==> src/shared/stc_params.svh <==
// Constants for the split timer control block
`ifndef STC_PARAMS_SVH
`define STC_PARAMS_SVH
`define STC_ADDR_CONTROL   8'hC8
`define STC_ADDR_RELOAD_LO 8'hCA
`define STC_ADDR_RELOAD_HI 8'hCB
`define STC_ADDR_COUNT_LO  8'hCC
`define STC_ADDR_COUNT_HI  8'hCD
`define STC_RESET_VALUE    8'h00
`define STC_BIT_HIGH_FLAG  7
`define STC_BIT_LOW_FLAG   6
`define STC_BIT_LOW_IRQEN  5
`define STC_BIT_CAPTURE    4
`define STC_BIT_SPLIT      3
`define STC_BIT_RUN        2
`define STC_SYS_DIVIDE     12
`define STC_OSC_DIVIDE     8
`endif

==> src/shared/stc_pkg.sv <==
// Types for the split timer control block
`default_nettype none
package stc_pkg;
    typedef struct packed {
        logic       high_byte_overflow_flag;
        logic       low_byte_overflow_flag;
        logic       low_byte_irq_enable;
        logic       capture_enable;
        logic       split_mode_enable;
        logic       run_control;
        logic [1:0] alt_clock_select;
    } stc_control_t;
    typedef struct packed {
        logic       write;
        logic       read;
        logic [7:0] addr;
        logic [7:0] wdata;
    } stc_sfr_req_t;
endpackage : stc_pkg
`default_nettype wire

==> src/rtl/stc_timer.sv <==
// Timer with 16-bit or split 8-bit auto-reload, capture and control register
`include "stc_params.svh"
`default_nettype none
module stc_timer (
    // Clock and reset
    input  wire logic                  mclk_in,
    input  wire logic                  sys_rst_in,
    // Special function register port
    input  wire stc_pkg::stc_sfr_req_t sfr_req_in,
    output logic [7:0]                 sfr_rdata_out,
    // Clock select register bits and interrupt enable
    input  wire logic                  upper_byte_clock_select_in,
    input  wire logic                  lower_byte_clock_select_in,
    input  wire logic                  timer_irq_enable_in,
    // Asynchronous sources
    input  wire logic                  osc_div8_in,
    input  wire logic                  comparator0_in,
    // Interrupt request
    output logic                       timer_irq_out
);
    import stc_pkg::*;

    // ==========================================================
    // Synchronisers and sources
    logic [1:0] osc_sync_reg, cmp_sync_reg;
    logic       osc_prev_reg, cmp_prev_reg;
    logic [3:0] div_reg, div_next;
    logic       osc_tick, cmp_rise, sys_tick, alt_tick, cap_tick;
    logic [1:0] osc_sync_next, cmp_sync_next;
    logic       osc_prev_next, cmp_prev_next;

    stc_control_t ctl_reg, ctl_next;
    logic [7:0]   cnt_lo_reg, cnt_lo_next, cnt_hi_reg, cnt_hi_next;
    logic [7:0]   rl_lo_reg, rl_lo_next, rl_hi_reg, rl_hi_next;
    logic [7:0]   rdata_next;
    logic         irq_next;

    // Only the second stage feeds the edge detectors, never the first
    always_comb begin
        osc_sync_next = {osc_sync_reg[0], osc_div8_in};
        cmp_sync_next = {cmp_sync_reg[0], comparator0_in};
        osc_prev_next = osc_sync_reg[1];
        cmp_prev_next = cmp_sync_reg[1];
    end

    always_ff @(posedge mclk_in) begin
        if (sys_rst_in) begin
            osc_sync_reg <= 2'h0;
            cmp_sync_reg <= 2'h0;
            osc_prev_reg <= 1'b0;
            cmp_prev_reg <= 1'b0;
        end else begin
            osc_sync_reg <= osc_sync_next;
            cmp_sync_reg <= cmp_sync_next;
            osc_prev_reg <= osc_prev_next;
            cmp_prev_reg <= cmp_prev_next;
        end
    end

    always_comb begin
        osc_tick = osc_sync_reg[1] & ~osc_prev_reg;
        cmp_rise = cmp_sync_reg[1] & ~cmp_prev_reg;
        sys_tick = (div_reg == 4'(`STC_SYS_DIVIDE - 1));
        div_next = sys_tick ? 4'h0 : div_reg + 4'h1;
        // Reserved code 10 behaves like 00 for the count source
        alt_tick = (ctl_reg.alt_clock_select == 2'h3) ? osc_tick : sys_tick;
        cap_tick = ctl_reg.alt_clock_select[1] ? cmp_rise : osc_tick;
    end

    // ==========================================================
    // Counter, reload, flags
    logic inc_lo, inc_hi, ovf_lo, ovf_hi, capture;
    logic [15:0] cnt16;

    // Control register write decode, shared by the flag checks
    function automatic logic is_ctl_write(input stc_sfr_req_t r);
        return r.write && (r.addr == `STC_ADDR_CONTROL);
    endfunction : is_ctl_write

    always_comb begin
        cnt16 = {cnt_hi_reg, cnt_lo_reg};
        // Per-byte clock choice; split mode shares one alternate source
        inc_lo = lower_byte_clock_select_in ? 1'b1 : alt_tick;
        inc_hi = upper_byte_clock_select_in ? 1'b1 : alt_tick;
        if (ctl_reg.split_mode_enable) begin
            inc_hi = inc_hi & ctl_reg.run_control;
        end else begin
            inc_lo = inc_lo & ctl_reg.run_control;
            inc_hi = inc_lo;
        end
        capture = ctl_reg.capture_enable & cap_tick;
        ovf_lo = inc_lo && (cnt_lo_reg == 8'hFF);
        ovf_hi = ctl_reg.split_mode_enable ? (inc_hi && cnt_hi_reg == 8'hFF)
                                           : (inc_lo && cnt16 == 16'hFFFF);

        cnt_lo_next = cnt_lo_reg;
        cnt_hi_next = cnt_hi_reg;
        rl_lo_next  = rl_lo_reg;
        rl_hi_next  = rl_hi_reg;
        ctl_next    = ctl_reg;

        if (ctl_reg.split_mode_enable) begin
            if (inc_lo) cnt_lo_next = ovf_lo ? rl_lo_reg : cnt_lo_reg + 8'h01;
            if (inc_hi) cnt_hi_next = ovf_hi ? rl_hi_reg : cnt_hi_reg + 8'h01;
        end else if (inc_lo) begin
            {cnt_hi_next, cnt_lo_next} = ovf_hi ? {rl_hi_reg, rl_lo_reg} : cnt16 + 16'h0001;
        end

        // Software writes first so hardware events override a clear
        if (sfr_req_in.write) begin
            unique case (sfr_req_in.addr)
                `STC_ADDR_CONTROL:   ctl_next = stc_control_t'(sfr_req_in.wdata);
                `STC_ADDR_RELOAD_LO: rl_lo_next = sfr_req_in.wdata;
                `STC_ADDR_RELOAD_HI: rl_hi_next = sfr_req_in.wdata;
                `STC_ADDR_COUNT_LO:  cnt_lo_next = sfr_req_in.wdata;
                `STC_ADDR_COUNT_HI:  cnt_hi_next = sfr_req_in.wdata;
                default: ;
            endcase
        end
        if (capture) begin
            rl_lo_next = cnt_lo_reg;
            rl_hi_next = cnt_hi_reg;
        end
        if (ovf_hi | capture) ctl_next.high_byte_overflow_flag = 1'b1;
        if (ovf_lo) ctl_next.low_byte_overflow_flag = 1'b1;

        // Request on each high-side event, and low overflow when enabled
        irq_next = timer_irq_enable_in &
                   ((ovf_hi | capture) | (ovf_lo & ctl_reg.low_byte_irq_enable));

        unique case (sfr_req_in.addr)
            `STC_ADDR_CONTROL:   rdata_next = ctl_next;
            `STC_ADDR_RELOAD_LO: rdata_next = rl_lo_next;
            `STC_ADDR_RELOAD_HI: rdata_next = rl_hi_next;
            `STC_ADDR_COUNT_LO:  rdata_next = cnt_lo_next;
            `STC_ADDR_COUNT_HI:  rdata_next = cnt_hi_next;
            default:             rdata_next = 8'h00;
        endcase
    end

    always_ff @(posedge mclk_in) begin
        if (sys_rst_in) begin
            div_reg       <= 4'h0;
            ctl_reg       <= stc_control_t'(`STC_RESET_VALUE);
            cnt_lo_reg    <= 8'h00;
            cnt_hi_reg    <= 8'h00;
            rl_lo_reg     <= 8'h00;
            rl_hi_reg     <= 8'h00;
            sfr_rdata_out <= 8'h00;
            timer_irq_out <= 1'b0;
        end else begin
            div_reg       <= div_next;
            ctl_reg       <= ctl_next;
            cnt_lo_reg    <= cnt_lo_next;
            cnt_hi_reg    <= cnt_hi_next;
            rl_lo_reg     <= rl_lo_next;
            rl_hi_reg     <= rl_hi_next;
            sfr_rdata_out <= rdata_next;
            timer_irq_out <= irq_next;
        end
    end

    // ==========================================================
    // Assertions
    high_flag_set_a: assert property (@(posedge mclk_in) disable iff (sys_rst_in)
        ovf_hi |=> ctl_reg.high_byte_overflow_flag) else $error("high flag not set on overflow");
    low_flag_set_a: assert property (@(posedge mclk_in) disable iff (sys_rst_in)
        ovf_lo |=> ctl_reg.low_byte_overflow_flag) else $error("low flag not set on overflow");
    flags_sticky_a: assert property (@(posedge mclk_in) disable iff (sys_rst_in)
        (ctl_reg.high_byte_overflow_flag && !(sfr_req_in.write && sfr_req_in.addr == `STC_ADDR_CONTROL))
        |=> ctl_reg.high_byte_overflow_flag) else $error("high flag cleared by hardware");
    irq_high_a: assert property (@(posedge mclk_in) disable iff (sys_rst_in)
        (ovf_hi && timer_irq_enable_in) |=> timer_irq_out) else $error("no request on high overflow");
    irq_low_a: assert property (@(posedge mclk_in) disable iff (sys_rst_in)
        (ovf_lo && timer_irq_enable_in && ctl_reg.low_byte_irq_enable) |=> timer_irq_out)
        else $error("no request on low overflow");
    stop_hold_a: assert property (@(posedge mclk_in) disable iff (sys_rst_in)
        (!ctl_reg.run_control && !ctl_reg.split_mode_enable && !sfr_req_in.write)
        |=> $stable(cnt_lo_reg) && $stable(cnt_hi_reg)) else $error("counter moved while stopped");
    split_low_runs_a: assert property (@(posedge mclk_in) disable iff (sys_rst_in)
        (ctl_reg.split_mode_enable && lower_byte_clock_select_in && !sfr_req_in.write
         && !(cnt_lo_reg == 8'hFF && rl_lo_reg == 8'hFF))
        |=> cnt_lo_reg != $past(cnt_lo_reg)) else $error("low byte stalled in split mode");
    reload_a: assert property (@(posedge mclk_in) disable iff (sys_rst_in)
        (ovf_hi && !ctl_reg.split_mode_enable && !sfr_req_in.write)
        |=> {cnt_hi_reg, cnt_lo_reg} == $past({rl_hi_reg, rl_lo_reg})) else $error("reload missed");
    capture_a: assert property (@(posedge mclk_in) disable iff (sys_rst_in)
        capture |=> (rl_lo_reg == $past(cnt_lo_reg)) && ctl_reg.high_byte_overflow_flag)
        else $error("capture missed");
    sys_div_a: assert property (@(posedge mclk_in) disable iff (sys_rst_in)
        sys_tick |=> !sys_tick [*8]) else $error("divide by twelve too short");

    // ==========================================================
    // Further checks on flags, requests, sources and reload paths
    reset_clear_a: assert property (@(posedge mclk_in)
        sys_rst_in |=> (ctl_reg == stc_control_t'(`STC_RESET_VALUE)) && !timer_irq_out && (sfr_rdata_out == 8'h00))
        else $error("state not cleared by reset");

    irq_quiet_a: assert property (@(posedge mclk_in) disable iff (sys_rst_in)
        !timer_irq_enable_in |=> !timer_irq_out)
        else $error("request while interrupts disabled");

    low_irq_mask_a: assert property (@(posedge mclk_in) disable iff (sys_rst_in)
        (!ctl_reg.low_byte_irq_enable && !ovf_hi && !capture) |=> !timer_irq_out)
        else $error("low overflow request while masked");

    high_flag_quiet_a: assert property (@(posedge mclk_in) disable iff (sys_rst_in)
        (!ctl_reg.high_byte_overflow_flag && !ovf_hi && !capture && !is_ctl_write(sfr_req_in))
        |=> !ctl_reg.high_byte_overflow_flag) else $error("high flag set with no event");

    low_sticky_a: assert property (@(posedge mclk_in) disable iff (sys_rst_in)
        (ctl_reg.low_byte_overflow_flag && !is_ctl_write(sfr_req_in))
        |=> ctl_reg.low_byte_overflow_flag) else $error("low flag cleared by hardware");

    clear_race_a: assert property (@(posedge mclk_in) disable iff (sys_rst_in)
        (ovf_lo && is_ctl_write(sfr_req_in)) |=> ctl_reg.low_byte_overflow_flag)
        else $error("clear beat a same-cycle overflow");

    wide_low_ovf_a: assert property (@(posedge mclk_in) disable iff (sys_rst_in)
        (!ctl_reg.split_mode_enable && ovf_hi) |-> ovf_lo)
        else $error("16-bit rollover without low overflow");

    split_hi_gate_a: assert property (@(posedge mclk_in) disable iff (sys_rst_in)
        (ctl_reg.split_mode_enable && !ctl_reg.run_control && !sfr_req_in.write)
        |=> $stable(cnt_hi_reg)) else $error("upper byte moved while stopped");

    split_shared_a: assert property (@(posedge mclk_in) disable iff (sys_rst_in)
        (ctl_reg.split_mode_enable && ctl_reg.run_control && !lower_byte_clock_select_in
         && !upper_byte_clock_select_in) |-> (inc_lo == inc_hi))
        else $error("split bytes on different alternate clocks");

    split_lo_reload_a: assert property (@(posedge mclk_in) disable iff (sys_rst_in)
        (ctl_reg.split_mode_enable && ovf_lo && !sfr_req_in.write)
        |=> cnt_lo_reg == $past(rl_lo_reg)) else $error("low byte reload missed");

    split_hi_reload_a: assert property (@(posedge mclk_in) disable iff (sys_rst_in)
        (ctl_reg.split_mode_enable && ovf_hi && !sfr_req_in.write)
        |=> cnt_hi_reg == $past(rl_hi_reg)) else $error("high byte reload missed");

    run_counts_a: assert property (@(posedge mclk_in) disable iff (sys_rst_in)
        (!ctl_reg.split_mode_enable && ctl_reg.run_control && lower_byte_clock_select_in
         && !ovf_hi && !sfr_req_in.write) |=> cnt16 == $past(cnt16) + 16'h0001)
        else $error("running counter did not advance");

    capture_off_a: assert property (@(posedge mclk_in) disable iff (sys_rst_in)
        !ctl_reg.capture_enable |-> !capture)
        else $error("capture outside capture mode");

    capture_hi_a: assert property (@(posedge mclk_in) disable iff (sys_rst_in)
        capture |=> rl_hi_reg == $past(cnt_hi_reg))
        else $error("captured upper byte wrong");

    cap_osc_src_a: assert property (@(posedge mclk_in) disable iff (sys_rst_in)
        (ctl_reg.capture_enable && !ctl_reg.alt_clock_select[1]) |-> (capture == osc_tick))
        else $error("capture not on oscillator tick");

    cap_cmp_src_a: assert property (@(posedge mclk_in) disable iff (sys_rst_in)
        (ctl_reg.capture_enable && ctl_reg.alt_clock_select[1]) |-> (capture == cmp_rise))
        else $error("capture not on comparator edge");

    osc_sync_a: assert property (@(posedge mclk_in) disable iff (sys_rst_in)
        osc_tick |-> $past(osc_div8_in, 2))
        else $error("oscillator tick without synchronised input");

    cmp_sync_a: assert property (@(posedge mclk_in) disable iff (sys_rst_in)
        cmp_rise |-> $past(comparator0_in, 2))
        else $error("comparator edge without synchronised input");
endmodule : stc_timer
`default_nettype wire

==> config.mk <==
export PLATFORM = sky130hd
export DESIGN_NAME = stc_timer
export DESIGN_NICKNAME = d
export VERILOG_FILES = /design/src/shared/stc_pkg.sv /design/src/rtl/stc_timer.sv
export VERILOG_INCLUDE_DIRS = /design/src /design/src/shared
export SDC_FILE = /design/constraint.sdc
export NUM_CORES = 1
export LEC_CHECK = 0
export ABC_AREA = 1
export BUFFER_PORTS_ARGS = -buffer_cell sky130_fd_sc_hd__buf_2
export CORE_ASPECT_RATIO = 1.25
export CORE_MARGIN = 3
export CORE_UTILIZATION = 65
export CTS_CLUSTER_DIAMETER = 150
export DETAILED_ROUTE_END_ITERATION = 12
export PLACE_DENSITY = 0.82
export SKIP_CTS_REPAIR_TIMING = 1
export SYNTH_ARGS = -nofsm -noshare
export SYNTH_HDL_FRONTEND = slang
export SYNTH_SLANG_ARGS = --single-unit
==> constraint.sdc <==
create_clock -name mclk_in -period 3.3 [get_ports mclk_in]
set_input_delay 0 -clock mclk_in [delete_from_list [all_inputs] [get_ports mclk_in]]
set_output_delay 0 -clock mclk_in [all_outputs]
set_load 0.02 [all_outputs]
==> results.cfg <==
[die]
die_w_um = 74.76
core-area_um2 = 5555
start_util_pct = 69.14
rows = 30
die_h_um = 91.95
die-area_um2 = 6873
io-pin-count = 34

[routing]
vias = 4447
avgViaCountPerCell = 6.075
wl_met2_um = 5483
wl_per_cell_um = 16.31
drt-met1-wl_um = 4534
drc = 0
dr_wl_met3_um = 1232
routed.top_layer = met4
finalWirelength_um = 11940
drt_first_pass_iters = 7
ant_nets = 0
first_iter_violations = 548

[timing]
finClkSkew_ns = 0.01086
hold_viol = 1
rsz0062_at_grt = false
hold_slack_ns = -0.04675
min_period_ns = 2.663
period_share_pct = 80.69
slew_headroom_pct = 40.11
finalSetupViolations = 0
setup-tns-final_ns = 0
fmax_ghz = 0.3755
tightest_slew_ns = 0.8902
slew_violations = 0

[global_routing]
track_usage_pct = 36.50
grt_first_pass_wirelength_um = 19030
grt_max_degree = 28
antenna_found_initial = 0
grt_pass1_vias = 4102
grt.overflow.total = 0

[placed_design]
place_congestion = 0.9883
dp_hpwl_um = 8368
io_buffer_count = 32
place_inst = 707
dpl_cell_area_um2 = 4033

[worst_setup_path]
crit_buf_inv = 1
worstSetupPathType = reg -> reg
end_kind = register
crit_chain = inv_1, nand4_4, nand2_2, nand2_1, nand3_1, nand2_1, nand2_1, a21oi_1, a21oi_1
cpLargestDelayFamily = simple AND/OR/NAND/NOR gates
slowest_delay_ns = 0.79
cp.required_ns = 3.50
crit_top_cell = nand2_1
startpoint_type = register
crit_slowest_cell = dfxtp_1
critical_path_arrival_ns = 2.87
path_max_fanout = 19

[layout]
fin_cells = 732
area_growth_pct = 11.53
fin_nets = 691
layout-drive-gt1-share_pct = 11.23
design_area_um2 = 4284
n_antenna_cell = 0

[synth]
synth-seq-area-share_pct = 30.75
synth_cell_types = 37
synth_area_leaders = dfxtp_1, nand2_1, nand3_1, a21oi_1, inv_1
post-synth-top-area-fraction_pct = 30.75
synth.largest_area_cell = dfxtp_1
synth.avg_cell_area_um2 = 6.156
syn_nets = 652
synth_seq_cells = 59
yosys_warnings = 0
syn_area_um2 = 3841
netlist_instances = 624

[run_status]
run_status = finished, violations left
violations = negative hold slack

[clock_tree]
tritoncts = yes
clock_sinks = 59
cts_root_buf = clkbuf_8
path_clk_slew_ns = 0.08
clock_latency_ns = 0.37
clockBufferDepth = 2
cts_buffers = 9
htree_levels = 3

[job]
cap_violations = 0

[min_path]
hold_path_class = in -> reg

[pwr]
ir_drop_mv = 0.3382
p_per_area_nw_per_um2 = 324.1
p_leak_uw = 0.001870
[worst register-to-register path, cell delays in order, from the launching register on]
cell	delay, ns
dfxtp_1	0.79
inv_1	0.43
nand4_4	0.39
nand2_2	0.20
nand2_1	0.11
nand3_1	0.08
nand2_1	0.09
nand2_1	0.06
a21oi_1	0.23
a21oi_1	0.13
[logic make-up after synthesis]
group                    after synthesis  synth area share [%]
AND/OR/NAND/NOR                      368                 42.35
buffers and inverters                 93                 9.706
XOR/XNOR                              15                 3.420
flip-flops                            59                 30.75
adder cells (fa/ha/maj)                3                0.9773
AO/OA/AOI/OAI                         86                 12.80
[area by class of cell]
cell class	instances	area, µm²
Clock buffer	11	131.4
Clock inverter	5	30.03
Fill cell	424	1271
Inverter	74	279.0
Multi-Input combinational cell	472	2287
Sequential cell	59	1181
Tap cell	64	80.08
Timing Repair Buffer	47	295.3
[cell usage in the layout (no fill, tap or decap), types with 2 or more instances in the layout]
master	Yosys	final
or2_2	2	2
inv_1	68	68
nand2_2	5	5
nand2_1	196	196
nor2_4	2	2
inv_2	4	4
o21ai_0	7	7
clkbuf_8	0	9
xnor2_1	4	4
a21oi_1	53	53
nand3b_1	2	2
nand3_2	2	2
buf_2	6	32
a31oi_1	2	2
nor2_1	60	60
nor3_1	5	5
clkinv_2	1	4
clkinvlp_4	0	2
dlygate4sd3_1	0	9
nand3_1	85	85
buf_4	2	6
clkbuf_1	10	2
o21a_1	6	6
xor2_1	11	11
dfxtp_1	59	59
ha_1	3	3
o211ai_1	16	16
[per-layer routing]
metal / global-route usage (%) / vias up
met5: 0 / -
met2: 56.16 / 294
met3: 11.73 / 79
li1: - / 2097
met4: 20.18 / 0
met1: 44.04 / 1977
[power breakdown]
| part | internal, µW | switching (µW) |
|---|---|---|
| sequential | 719 | 4.61 |
| combinational | 30.2 | 52.4 |
| clock | 268 | 314 |
| total | 1020 | 371 |
[through the flow]
stage | power, µW | setup slack (ns) | utilization, % | hold slack, ns
after global placement | 809.0 | 0.8364 | 72.59 | 0.2015
after floorplan | 779.1 | 1.400 | - | 0.1070
after detailed placement | 811.2 | 0.7820 | 72.59 | 0.2079
after CTS | 1365 | 0.7673 | 75.50 | -0.1539
after global routing | 1432 | 0.5880 | 77.12 | -0.005599
final | 1389 | 0.6371 | 77.12 | -0.04675
[synth_stat cells]
cell,number
nand4_2,1
nor2_1,60
o41ai_1,1
clkinv_1,1
nand3_1,85
nand4_1,1
dfxtp_1,59
clkbuf_1,10
o211ai_1,16
nor2_4,2
inv_1,68
o21ai_1,1
nand4_4,1
nand2_1,196
buf_6,1
nor4_1,1
nor3_1,5
nand2_4,1
xnor2_1,4
nor4_4,1
buf_2,6
xor2_1,11
nand3_2,2
nor3_4,1
clkinv_2,1
buf_4,2
nor3b_2,1
nor2_2,1
a21oi_1,53
ha_1,3
or2_2,2
a31oi_1,2
o21a_1,6
nand2_2,5
inv_2,4
o21ai_0,7
nand3b_1,2
[worst paths after layout]
path,cells after the start,slack [ns],start,endpoint
worst min-delay path,3,-0.05,sfr_req_in[0],cnt_lo_reg[0]
worst max register to register,9,0.64,ctl_reg[3],sfr_rdata_out[2]
worst max-delay path,9,0.64,ctl_reg[3],sfr_rdata_out[2]
worst min register to register,2,0.41,osc_sync_reg[0],osc_sync_reg[1]
Note: power is estimated with default switching activity, not from simulation.
